`src/mlf_pkg.sv`:
```
// Shared constants, lookup functions and types for the lock fault block.
package mlf_pkg;

   // ****************************************
   // Clock and timing
   // ****************************************
   localparam int unsigned CLK_HZ        = 20_000_000;
   localparam int unsigned HZ_PER_MHZ    = 1_000_000;
   localparam int unsigned RETRY_TIME_US = 1000;
   localparam int unsigned RETRY_CYCLES  =
      RETRY_TIME_US * (CLK_HZ / HZ_PER_MHZ);

   // ****************************************
   // Register offsets
   // ****************************************
   localparam logic [7:0] ADDR_FAULT      = 8'h92;
   localparam logic [7:0] ADDR_LOCK_CFG   = 8'h94;
   localparam logic [7:0] ADDR_BEMF_K     = 8'h95;
   localparam logic [7:0] ADDR_MAX_SPEED  = 8'h96;
   localparam logic [7:0] ADDR_BASE_CUR   = 8'h97;
   localparam logic [7:0] ADDR_IRQ_STAT   = 8'h98;
   localparam logic [7:0] ADDR_IRQ_EN     = 8'h99;
   localparam logic [7:0] ADDR_IRQ_CLR    = 8'h9a;
   localparam logic [7:0] ADDR_LOCK_STAT  = 8'h9b;

   // ****************************************
   // Field layout and reset values
   // ****************************************
   localparam int unsigned OS_EN_BIT    = 30;
   localparam int unsigned BEMF_EN_BIT  = 29;
   localparam int unsigned ML_EN_BIT    = 28;
   localparam int unsigned OS_THR_LSB   = 25;
   localparam int unsigned BEMF_THR_LSB = 22;
   localparam int unsigned ML_THR_LSB   = 19;
   localparam int unsigned THR_W        = 3;
   localparam int unsigned MODE_W       = 4;
   localparam int unsigned FAULT_CLR_BIT = 4;
   localparam logic [31:0] FAULT_RESET  = 32'h0000_0000;
   localparam logic [2:0]  THR_RESET    = 3'h0;
   localparam logic [3:0]  MODE_RESET   = 4'h0;
   localparam logic [15:0] HALF_RESET   = 16'h0000;
   localparam logic [2:0]  IRQ_RESET    = 3'h0;

   // ****************************************
   // Lock response mode decode
   // ****************************************
   localparam int unsigned MODE_BRAKE_BIT = 1;
   localparam int unsigned MODE_RETRY_BIT = 2;
   localparam logic [3:0]  MODE_REPORT    = 4'h8;

   // ****************************************
   // Scales for threshold comparisons
   // ****************************************
   localparam int unsigned PCT_SCALE      = 100;
   localparam int unsigned PERMILLE_SCALE = 1000;

   typedef enum logic [2:0] {
      MLF_RSP_IDLE  = 3'b001,
      MLF_RSP_LATCH = 3'b010,
      MLF_RSP_RETRY = 3'b100
   } mlf_rsp_state_t;

   // Overspeed threshold in percent of maximum speed.
   function automatic logic [7:0] os_pct(input logic [2:0] code);
      os_pct = 8'(130 + 10 * int'(code));
   endfunction : os_pct

   // Back-EMF threshold in tenths of a percent of expected back-EMF.
   function automatic logic [9:0] bemf_permille(input logic [2:0] code);
      case (code)
         3'h0: bemf_permille = 10'h190;
         3'h1: bemf_permille = 10'h1c2;
         3'h2: bemf_permille = 10'h1f4;
         3'h3: bemf_permille = 10'h226;
         3'h4: bemf_permille = 10'h258;
         3'h5: bemf_permille = 10'h28a;
         3'h6: bemf_permille = 10'h2a3;
         default: bemf_permille = 10'h2bc;
      endcase
   endfunction : bemf_permille

   // Missing load threshold in tenths of a percent of reference_full_scale_current.
   function automatic logic [9:0] ml_permille(input logic [2:0] code);
      case (code)
         3'h0: ml_permille = 10'h00a;
         3'h1: ml_permille = 10'h014;
         3'h2: ml_permille = 10'h01e;
         3'h3: ml_permille = 10'h028;
         3'h4: ml_permille = 10'h032;
         3'h5: ml_permille = 10'h04b;
         3'h6: ml_permille = 10'h064;
         default: ml_permille = 10'h0c8;
      endcase
   endfunction : ml_permille

endpackage : mlf_pkg

```
`src/mlf_lock_fault.sv`:
```
// Lock fault configuration register bank with lock detectors and response.
// What this block does
// - Fault register sits at 0x92 and resets to zero.
// - Overspeed detector runs only while bit 30 is set.
// - Back-EMF detector runs only while bit 29 is set.
// - Missing load detector runs only while bit 28 is set.
// - Bits 27-25 pick overspeed threshold, 130 to 200 percent of max speed.
// - Bits 24-22 pick back-EMF threshold, 40 to 70 percent.
// - Expected back-EMF is motor constant times estimated speed.
// - Lock response follows mode: latch, retry, brake, tristate or report.
// - Bits 21-19 pick missing load threshold, 1 to 20 percent.
module mlf_lock_fault #(
   parameter int unsigned RETRY_CYCLES = mlf_pkg::RETRY_CYCLES
) (
   input  wire logic        ref_clk,
   input  wire logic        rst,
   input  wire logic [7:0]  reg_addr,
   input  wire logic [31:0] reg_wdata,
   input  wire logic        reg_wr,
   input  wire logic        reg_rd,
   output logic      [31:0] reg_rdata,
   input  wire logic [15:0] est_speed,
   input  wire logic [15:0] meas_bemf,
   input  wire logic [15:0] motor_current,
   output logic             irq,
   output logic             fault_output_active_low,
   output logic             gate_tristate,
   output logic             low_side_brake
);

   logic        overspeed_lock_enable_r;
   logic        back_emf_lock_enable_r;
   logic        missing_load_lock_enable_r;
   logic [2:0]  overspeed_lock_threshold_r;
   logic [2:0]  back_emf_lock_threshold_r;
   logic [2:0]  missing_load_current_threshold_r;
   logic [3:0]  lock_response_setting_r;
   logic [15:0] motor_back_emf_constant_r;
   logic [15:0] max_speed_r;
   logic [15:0] reference_full_scale_current_r;
   logic [2:0]  irq_stat_r;
   logic [2:0]  irq_en_r;
   logic [31:0] rdata_r;
   logic [31:0] fault_word;
   logic        fault_clear;
   logic [2:0]  irq_clr;
   logic [2:0]  lock_flags;
   logic        os_flag;
   logic        bemf_flag;
   logic        ml_flag;
   logic        fault_active;
   logic        fault_output_active_low_r;
   logic [23:0] os_lhs;
   logic [23:0] os_rhs;
   logic [31:0] bemf_expected;
   logic [41:0] bemf_lhs;
   logic [41:0] bemf_rhs;
   logic [25:0] ml_lhs;
   logic [25:0] ml_rhs;

   wire wr_fault = reg_wr && reg_addr == mlf_pkg::ADDR_FAULT;
   wire wr_cfg   = reg_wr && reg_addr == mlf_pkg::ADDR_LOCK_CFG;

   // ****************************************
   // Fault configuration register
   // ****************************************
   // Reset and write.
   always_ff @(posedge ref_clk) begin
      if (rst) begin
         overspeed_lock_enable_r          <= 1'b0;
         back_emf_lock_enable_r           <= 1'b0;
         missing_load_lock_enable_r       <= 1'b0;
         overspeed_lock_threshold_r       <= mlf_pkg::THR_RESET;
         back_emf_lock_threshold_r        <= mlf_pkg::THR_RESET;
         missing_load_current_threshold_r <= mlf_pkg::THR_RESET;
      end else if (wr_fault) begin
         overspeed_lock_enable_r <= reg_wdata[mlf_pkg::OS_EN_BIT];
         back_emf_lock_enable_r  <= reg_wdata[mlf_pkg::BEMF_EN_BIT];
         missing_load_lock_enable_r <= reg_wdata[mlf_pkg::ML_EN_BIT];
         overspeed_lock_threshold_r <=
            reg_wdata[mlf_pkg::OS_THR_LSB +: mlf_pkg::THR_W];
         back_emf_lock_threshold_r <=
            reg_wdata[mlf_pkg::BEMF_THR_LSB +: mlf_pkg::THR_W];
         missing_load_current_threshold_r <=
            reg_wdata[mlf_pkg::ML_THR_LSB +: mlf_pkg::THR_W];
      end
   end

   // Reserved bit and unimplemented fields read as zero.
   always_comb begin
      fault_word = mlf_pkg::FAULT_RESET;
      fault_word[mlf_pkg::OS_EN_BIT]   = overspeed_lock_enable_r;
      fault_word[mlf_pkg::BEMF_EN_BIT] = back_emf_lock_enable_r;
      fault_word[mlf_pkg::ML_EN_BIT]   = missing_load_lock_enable_r;
      fault_word[mlf_pkg::OS_THR_LSB +: mlf_pkg::THR_W] =
         overspeed_lock_threshold_r;
      fault_word[mlf_pkg::BEMF_THR_LSB +: mlf_pkg::THR_W] =
         back_emf_lock_threshold_r;
      fault_word[mlf_pkg::ML_THR_LSB +: mlf_pkg::THR_W] =
         missing_load_current_threshold_r;
   end

   // ****************************************
   // Motor parameter and mode registers
   // ****************************************
   always_ff @(posedge ref_clk) begin
      if (rst) begin
         lock_response_setting_r        <= mlf_pkg::MODE_RESET;
         motor_back_emf_constant_r      <= mlf_pkg::HALF_RESET;
         max_speed_r                    <= mlf_pkg::HALF_RESET;
         reference_full_scale_current_r <= mlf_pkg::HALF_RESET;
      end else if (reg_wr) begin
         if (reg_addr == mlf_pkg::ADDR_LOCK_CFG) begin
            lock_response_setting_r <= reg_wdata[mlf_pkg::MODE_W-1:0];
         end
         if (reg_addr == mlf_pkg::ADDR_BEMF_K) begin
            motor_back_emf_constant_r <= reg_wdata[15:0];
         end
         if (reg_addr == mlf_pkg::ADDR_MAX_SPEED) begin
            max_speed_r <= reg_wdata[15:0];
         end
         if (reg_addr == mlf_pkg::ADDR_BASE_CUR) begin
            reference_full_scale_current_r <= reg_wdata[15:0];
         end
      end
   end

   assign fault_clear = wr_cfg && reg_wdata[mlf_pkg::FAULT_CLR_BIT];

   // ****************************************
   // Threshold arithmetic
   // ****************************************
   // Overspeed percentage of maximum speed.
   assign os_lhs = 24'(est_speed) * 24'(mlf_pkg::PCT_SCALE);
   assign os_rhs = 24'(max_speed_r)
                   * 24'(mlf_pkg::os_pct(overspeed_lock_threshold_r));
   assign bemf_expected = 32'(motor_back_emf_constant_r) * 32'(est_speed);
   assign bemf_lhs = 42'(meas_bemf) * 42'(mlf_pkg::PERMILLE_SCALE);
   assign bemf_rhs = 42'(bemf_expected)
                     * 42'(mlf_pkg::bemf_permille(back_emf_lock_threshold_r));
   assign ml_lhs = 26'(motor_current) * 26'(mlf_pkg::PERMILLE_SCALE);
   assign ml_rhs = 26'(reference_full_scale_current_r) * 26'(
      mlf_pkg::ml_permille(missing_load_current_threshold_r));

   // ****************************************
   // Detectors
   // ****************************************
   // Overspeed detector gated by its enable.
   mlf_lock_cmp #(.W(24)) u_os (
      .clk    (ref_clk),
      .rst    (rst),
      .enable (overspeed_lock_enable_r),
      .above  (1'b1),
      .lhs    (os_lhs),
      .rhs    (os_rhs),
      .flag_r (os_flag)
   );

   // Back-EMF detector gated by its enable.
   mlf_lock_cmp #(.W(42)) u_bemf (
      .clk    (ref_clk),
      .rst    (rst),
      .enable (back_emf_lock_enable_r),
      .above  (1'b0),
      .lhs    (bemf_lhs),
      .rhs    (bemf_rhs),
      .flag_r (bemf_flag)
   );

   // Missing load detector gated by its enable.
   mlf_lock_cmp #(.W(26)) u_ml (
      .clk    (ref_clk),
      .rst    (rst),
      .enable (missing_load_lock_enable_r),
      .above  (1'b0),
      .lhs    (ml_lhs),
      .rhs    (ml_rhs),
      .flag_r (ml_flag)
   );

   assign lock_flags = {ml_flag, bemf_flag, os_flag};

   // ****************************************
   // Lock response
   // ****************************************
   // Any lock feeds the response logic.
   mlf_lock_response #(.RETRY_CYCLES(RETRY_CYCLES)) u_rsp (
      .clk            (ref_clk),
      .rst            (rst),
      .lock_evt       (|lock_flags),
      .mode           (lock_response_setting_r),
      .fault_clear    (fault_clear),
      .fault_active   (fault_active),
      .gate_tristate  (gate_tristate),
      .low_side_brake (low_side_brake)
   );

   always_ff @(posedge ref_clk) begin
      if (rst) begin
         fault_output_active_low_r <= 1'b1;
      end else begin
         fault_output_active_low_r <= !fault_active;
      end
   end

   assign fault_output_active_low = fault_output_active_low_r;

   // ****************************************
   // Interrupts
   // ****************************************
   assign irq_clr = (reg_wr && reg_addr == mlf_pkg::ADDR_IRQ_CLR)
                    ? reg_wdata[2:0] : 3'h0;

   // Lock flags set sticky status, set beats clear.
   always_ff @(posedge ref_clk) begin
      if (rst) begin
         irq_stat_r <= mlf_pkg::IRQ_RESET;
      end else begin
         irq_stat_r <= (irq_stat_r & ~irq_clr) | lock_flags;
      end
   end

   always_ff @(posedge ref_clk) begin
      if (rst) begin
         irq_en_r <= mlf_pkg::IRQ_RESET;
      end else if (reg_wr && reg_addr == mlf_pkg::ADDR_IRQ_EN) begin
         irq_en_r <= reg_wdata[2:0];
      end
   end

   assign irq = |(irq_stat_r & irq_en_r);

   // ****************************************
   // Read path
   // ****************************************
   always_ff @(posedge ref_clk) begin
      if (rst) begin
         rdata_r <= 32'h0000_0000;
      end else if (reg_rd) begin
         unique case (reg_addr)
            mlf_pkg::ADDR_FAULT:     rdata_r <= fault_word;
            mlf_pkg::ADDR_LOCK_CFG:  rdata_r <= 32'(lock_response_setting_r);
            mlf_pkg::ADDR_BEMF_K:    rdata_r <= 32'(motor_back_emf_constant_r);
            mlf_pkg::ADDR_MAX_SPEED: rdata_r <= 32'(max_speed_r);
            mlf_pkg::ADDR_BASE_CUR:
               rdata_r <= 32'(reference_full_scale_current_r);
            mlf_pkg::ADDR_IRQ_STAT:  rdata_r <= 32'(irq_stat_r);
            mlf_pkg::ADDR_IRQ_EN:    rdata_r <= 32'(irq_en_r);
            mlf_pkg::ADDR_LOCK_STAT:
               rdata_r <= 32'({gate_tristate, low_side_brake,
                               fault_active, lock_flags});
            default:                 rdata_r <= 32'h0000_0000;
         endcase
      end else begin
         rdata_r <= 32'h0000_0000;
      end
   end

   assign reg_rdata = rdata_r;
endmodule : mlf_lock_fault

```
`src/mlf_lock_cmp.sv`:
```
// One lock detector: a gated magnitude comparison with a registered flag.
module mlf_lock_cmp #(
   parameter int unsigned W = 16
) (
   input  wire logic         clk,
   input  wire logic         rst,
   input  wire logic         enable,
   input  wire logic         above,
   input  wire logic [W-1:0] lhs,
   input  wire logic [W-1:0] rhs,
   output logic              flag_r
);

   // ****************************************
   // Comparison
   // ****************************************
   always_ff @(posedge clk) begin
      if (rst) begin
         flag_r <= 1'b0;
      end else begin
         flag_r <= enable && (above ? (lhs > rhs) : (lhs < rhs));
      end
   end
endmodule : mlf_lock_cmp

```
`src/mlf_lock_response.sv`:
```
// Lock response: latched, auto-retry or report-only fault handling.
module mlf_lock_response #(
   parameter int unsigned RETRY_CYCLES = mlf_pkg::RETRY_CYCLES
) (
   input  wire logic       clk,
   input  wire logic       rst,
   input  wire logic       lock_evt,
   input  wire logic [3:0] mode,
   input  wire logic       fault_clear,
   output logic            fault_active,
   output logic            gate_tristate,
   output logic            low_side_brake
);

   mlf_pkg::mlf_rsp_state_t state_r;
   logic [3:0]              mode_r;
   logic [31:0]             retry_cnt_r;
   logic                    report_r;

   // ****************************************
   // State machine
   // ****************************************
   always_ff @(posedge clk) begin
      if (rst) begin
         state_r     <= mlf_pkg::MLF_RSP_IDLE;
         mode_r      <= mlf_pkg::MODE_RESET;
         retry_cnt_r <= 32'h0;
      end else begin
         unique case (state_r)
            mlf_pkg::MLF_RSP_IDLE: begin
               if (lock_evt && mode < mlf_pkg::MODE_REPORT) begin
                  mode_r <= mode;
                  if (mode[mlf_pkg::MODE_RETRY_BIT]) begin
                     state_r     <= mlf_pkg::MLF_RSP_RETRY;
                     retry_cnt_r <= 32'(RETRY_CYCLES - 1);
                  end else begin
                     state_r <= mlf_pkg::MLF_RSP_LATCH;
                  end
               end
            end
            mlf_pkg::MLF_RSP_LATCH: begin
               if (fault_clear) begin
                  state_r <= mlf_pkg::MLF_RSP_IDLE;
               end
            end
            mlf_pkg::MLF_RSP_RETRY: begin
               if (fault_clear || retry_cnt_r == 32'h0) begin
                  state_r <= mlf_pkg::MLF_RSP_IDLE;
               end else begin
                  retry_cnt_r <= retry_cnt_r - 32'h1;
               end
            end
            default: begin
               state_r <= mlf_pkg::MLF_RSP_IDLE;
            end
         endcase
      end
   end

   // ****************************************
   // Report-only indication
   // ****************************************
   always_ff @(posedge clk) begin
      if (rst) begin
         report_r <= 1'b0;
      end else begin
         report_r <= lock_evt && mode == mlf_pkg::MODE_REPORT;
      end
   end

   assign fault_active   = (state_r != mlf_pkg::MLF_RSP_IDLE) || report_r;
   assign gate_tristate  = (state_r != mlf_pkg::MLF_RSP_IDLE)
                           && !mode_r[mlf_pkg::MODE_BRAKE_BIT];
   assign low_side_brake = (state_r != mlf_pkg::MLF_RSP_IDLE)
                           && mode_r[mlf_pkg::MODE_BRAKE_BIT];
endmodule : mlf_lock_response

```
`config.mk`:
```
export PLATFORM = sky130hd
export DESIGN_NAME = mlf_lock_fault
export DESIGN_NICKNAME = d
export VERILOG_FILES = /design/src/mlf_pkg.sv /design/src/mlf_lock_fault.sv /design/src/mlf_lock_cmp.sv /design/src/mlf_lock_response.sv
export SDC_FILE = /design/constraint.sdc
export NUM_CORES = 2
export LEC_CHECK = 0
export ABC_CLOCK_PERIOD_IN_PS = 41800
export BUFFER_PORTS_ARGS = -buffer_cell sky130_fd_sc_hd__buf_2
export CAP_MARGIN = 20
export CORE_ASPECT_RATIO = 1.75
export CORE_MARGIN = 5
export CORE_UTILIZATION = 31
export DETAILED_ROUTE_END_ITERATION = 10
export GPL_TIMING_DRIVEN = 0
export RECOVER_POWER = 50
export SETUP_SLACK_MARGIN = 0.15
export SYNTH_ARGS = -nofsm -noshare
export SYNTH_HDL_FRONTEND = slang
export SYNTH_SLANG_ARGS = --single-unit
```
`constraint.sdc`:
```
create_clock -name ref_clk -period 41.8 [get_ports ref_clk]
set_input_delay 8.36 -clock ref_clk [delete_from_list [all_inputs] [get_ports ref_clk]]
set_output_delay 8.36 -clock ref_clk [all_outputs]
set_load 0.02 [all_outputs]
```
* After elaboration in Yosys (flattened, before gate mapping)
Index checks and enable logic that the tools add are counted.
** Word-level totals
- Flip-flop bits (word level) :: 144
- Bits in latches :: 0
- RAM bits :: 0
- Bits in read-only memories :: 0
- Input bits :: 92
- Output and inout port bits :: 36
- Word-level logic and storage cells :: 114
- Memories :: 0
** Operators by class
- Add/sub/neg operators :: 2
- Multipliers :: 8
- Div/mod/pow operators :: 0
- $lt $le $gt $ge :: 4
- Equal/unequal tests :: 31
- Shift-type cells :: 0
- Multiplexer cells :: 13
- Bitwise logic cells :: 5
- Reductions and logical operators :: 30
** Operator list (number)
- $pmux W31 S8 :: 1
- $mux W32 :: 3
- $eq A8 B8 Y1 const B :: 9
- $pmux W10 S7 :: 1
- $pmux W32 S2 :: 1
- $pmux W8 S7 :: 1
- $mul A16 B7 Y23 const B :: 2
- $lt A26 B42 Y1 :: 1
- $mul A32 B10 Y42 :: 1
- $logic_not A32 Y1 :: 1
- $mul A16 B16 Y32 :: 1
- $sub A32 B1 Y32 const B :: 1
- $lt A26 B26 Y1 :: 1
- $mul A16 B10 Y26 :: 1
- $gt A23 B24 Y1 :: 1
- $mul A16 B8 Y24 :: 1
- $eq A3 B3 Y1 const B :: 7
- $mul A16 B5 Y21 const B :: 1
- $eq A3 B2 Y1 const B :: 5
- $mux W3 :: 5
- $logic_and A1 B1 Y1 :: 12
- $reduce_and A2 Y1 :: 5
- $eq A3 B1 Y1 const B :: 3
- $pmux W3 S3 :: 1
- other kinds (19) :: 27

* Depth between registers and ports, before layout
- Depth after elaboration :: 6
- Mapped depth :: 52

* Hierarchy
Synthesis repeated with hierarchy kept, for this count alone.
** Second synthesis, totals
- Cell total of the unflattened synthesis :: 4778
- Area total of the unflattened synthesis :: 41024.3 µm²
** By module, submodules not included
- mlf_lock_fault :: instances 1, cells an instance 4229, area an instance 36653.9 µm²
- mlf_lock_response :: instances 1, cells an instance 212, area an instance 1881.8 µm²
- mlf_lock_cmp (u_bemf) :: instances 1, cells an instance 156, area an instance 1153.6 µm²
- mlf_lock_cmp (u_ml) :: instances 1, cells an instance 95, area an instance 684.4 µm²
- mlf_lock_cmp (u_os) :: instances 1, cells an instance 86, area an instance 650.6 µm²

* Worst setup path before layout
OpenSTA, ideal clock, no wires.
- Path type :: input-to-reg
- From :: in est_speed[7]
- To :: reg u_bemf.flag_r
- Setup time :: 0.135 ns
- Data arrival time :: 20.135 ns
- Data required time :: 41.665 ns
- Path slack :: 21.530 ns
- Cell stages on the path :: 50
- Path buffers :: 2
- Cell sequence :: clkbuf_1 -> clkbuf_1 -> nand2_1 -> fa_1 -> inv_1 -> fa_1 -> inv_1 -> fa_1 -> inv_1 -> fa_1 -> fa_1 -> inv_1 -> fa_1 -> inv_1 -> ha_1 -> and3_1 -> and2_1 -> a21oi_1 -> [... 14 more ...] -> inv_1 -> ha_1 -> a211oi_1 -> nand2_1 -> or3_1 -> o21ai_2 -> o21ai_0 -> xnor2_1 -> ha_1 -> nand2_1 -> or4_1 -> a21oi_1 -> o221a_2 -> nand4_1 -> nor4_1 -> nand4_1 -> nor4_1 -> a311oi_1
** Between the ends
- Cells in the longest elaborated chain, start to end :: 4
** Ends and longest elaborated chain
- start: declaration :: RTL line mlf_lock_fault.sv:22 : input wire logic [15:0] est_speed,
- $mul A16 B16 Y32 :: RTL line mlf_lock_fault.sv:137 : assign bemf_expected = 32'(motor_back_emf_constant_r) * 32'(est_speed);
- $mul A32 B10 Y42 :: RTL line mlf_lock_fault.sv:140 : * 42'(mlf_pkg::bemf_permille(back_emf_lock_threshold_r));
- $lt A26 B42 Y1 :: RTL line mlf_lock_cmp.sv:21 : flag_r <= enable && (above ? (lhs > rhs) : (lhs < rhs));
- $logic_and A1 B1 Y1 :: RTL line mlf_lock_cmp.sv:21
- end signal: assignment :: RTL line mlf_lock_cmp.sv:21
- end: declaration :: RTL line mlf_lock_cmp.sv:11 : output logic flag_r
No other way between the ends.
A chain may end at the register's enable or synchronous reset.

* Worst setup path after layout
- From :: in est_speed[8]
- To :: reg u_bemf.flag_r
Same word-level chain as after synthesis.

==> out/qor.txt <==
Async SR Flop Fraction: 0%
Post-synth EDFFs: 0
Gate Count Post-Synth: 4,607
critical path class: in -> reg
non-filler cells, final: 6,437
Area after DPL: 42,670 um^2
maximum VDD drop: 0.00002497 V
Nets: 6,054
final setup TNS: 0 ns
synthesized cell area: 39,980 um^2
DRT Pass-1 Iters: 5
status: finished, final reports clean
HP Class: reg -> reg
largest net degree at the start of global routing: 17
pwr/cell area: 19.91 nW/um^2
die area: 136,500 um^2
port buffer count: 115
fin area: 43,200 um^2
CP most frequent cell: fa_1
Fmax: 42.88 MHz
clock slew at reported path FFs: 0.06 ns
Top Ports: 128
crit-path max cell delay: 0.83 ns
Max-cap violations: 0
vias in the first global route: 34,689
CTS Hold Bufs: 0
CP arrival: 23.56 ns
vias per cell: 4.969
Core Util, Final: 33.63%
RSZ-0062 raised after global routing: false
Max Clock Skew: 0.01082 ns
mean post-synth cell area: 8.678 um^2
most frequent cells in the layout: inv_1 (794), fa_1 (705), nand2_1 (564)
Clock Path Buffers: 2
clk root buf: clkbuf_16
FP Rows: 174
CP max-delay cell: nor4_1
Yosys reg bits: 139
Final Max Slew Viols: 0
Initial DRC Count: 1,395
cell taking the most area after synthesis: fa_1
Final GP Congestion: 0.9206
clock sinks: 139
layout cell share with drive strength beyond 1: 4.035%
die width: 281.5 um
Routed WL: 111.5 mm
headroom to the max-slew limit: 19.57%
most common cell after layout, fill and taps aside: inv_1
post-CTS setup repair buffer count: 0
crit path launch type: input port
global-route wire length before repair: 180.5 mm
Final ANT Viol Nets: 0
placed cells: 6,398
ys flop type: dfxtp_1
Final Setup Violations: 0
GR Util All Layers: 16.45%
core area: 128,400 um^2
sequential share of the synthesized area: 6.960%
final worst path period share: 55.79%
starting density of the core: 31.13%
CTS resizes: 0
Yosys cell types: 100
leakage power: 21.64 nW
Clk Latency, worst-skew pair: 0.44 ns
Die H: 485.1 um
Area contributors post-synth: fa_1 (35%), ha_1 (16%), inv_1 (7.5%), dfxtp_1 (7.0%), nand2_1 (5.3%)
CTS tree: built
Tightest Pin Transition: 1.206 ns
Yosys top cell area share: 35.30%
Hold Fails Final Rpt: 0
Yosys warning count: 0
Critical Path End Type: flip-flop
total CTS buffers: 17
grt ovf: 0
Final HPWL DP: 98.42 mm
antenna violations before repair: 17
total number of H-tree levels: 4
post-layout minimum cycle time: 23.32 ns
maximum fanout along the worst path: 10
synthesis-to-layout area growth: 8.062%
Vias: 31,983
Residual DRC: 0
DR WL/cell: 17.32 um
worst path required time: 42.04 ns
[critical path, delay by kind of cell]
family | cells | cell delay, ns
fa+ha+maj | 14 | 6.66
compound gates | 11 | 2.98
simple gates | 13 | 3.17
buf+inv | 11 | 1.71
xor+xnor | 2 | 0.61
[per-layer routing]
layer  wire (um)  track usage [%]  share of wire (%)  up-vias
met5         140                0               0.13        -
met4        9538            11.20                8.6       24
met3        4516            1.804                4.0      382
met2       60760            32.02                 54      845
met1       36570            15.90                 33    15834
li1            -                -                  -    14898
[cell type report]
cell class / count / area, um^2
Tap cell: 1672 / 2092
Fill cell: 13462 / 85250
Buffer: 187 / 730.7
Clock inverter: 15 / 146.4
Multi-Input combinational cell: 3490 / 33480
Antenna cell: 7 / 17.52
Sequential cell: 139 / 2783
Inverter: 794 / 2980
Clock buffer: 17 / 425.4
Timing Repair Buffer: 116 / 544.3
[synthesized netlist by cell type (24+ instances only)]
library cell / instances
ha_1: 512
and2_1: 237
nand2b_1: 37
o21ai_0: 76
nor2_1: 309
buf_1: 29
xor2_1: 78
mux2i_1: 46
nand4_1: 25
clkbuf_1: 144
a21oi_1: 171
xnor2_1: 103
inv_1: 794
nor3_1: 77
nand2_1: 564
a21o_1: 48
o21a_1: 34
nand3_1: 62
fa_1: 705
dfxtp_1: 139
nor2b_1: 64
and3_1: 24
[flip-flops by register name, indices dropped and copies added, names as in the netlist, 3 cells and up]
signal	flops
back_emf_lock_threshold_r	3
u_rsp.retry_cnt_r	32
lock_response_setting_r	4
irq_en_r	3
missing_load_current_threshold_r	3
u_rsp.state_r	3
irq_stat_r	3
reg_rdata	28
overspeed_lock_threshold_r	3
reference_full_scale_current_r	16
motor_back_emf_constant_r	16
max_speed_r	16
[kinds of logic after synthesis]
group / synth area share [%]
flops: 6.960
xor+xnor: 3.965
buf+inv: 9.311
compound gates: 9.057
mux: 1.743
simple gates: 17.63
fa+ha+maj: 51.33
other cells: 0.009380
[report_power, final]
group / internal, mW / switching [mW] / total [mW]
combinational: 0.263 / 0.316 / 0.580
sequential: 0.132 / 0.000167 / 0.133
clock: 0.0790 / 0.0687 / 0.148
[path summary, 6_finish.rpt]
check                               end                    startpoint  depth (start not counted)  slack [ns]
hold / removal    u_rsp.retry_cnt_r[31]         u_rsp.retry_cnt_r[31]                          2        0.49
setup / recovery          u_bemf.flag_r                  est_speed[8]                         51       18.48
hold reg to reg   u_rsp.retry_cnt_r[31]         u_rsp.retry_cnt_r[31]                          2        0.49
setup reg to reg          u_bemf.flag_r  motor_back_emf_constant_r[7]                         50       26.12
[through the flow]
stage	hold slack, ns	setup WS, ns	power, mW
detailed placement	0.4760	18.12	0.7230
global route	0.5114	17.71	0.9687
global placement	0.4626	18.12	0.7088
CTS	0.4884	18.52	0.8748
floorplan	0.4131	21.53	0.5884
finish	0.4869	18.48	0.8600
Power figures use the tool's default switching activity.
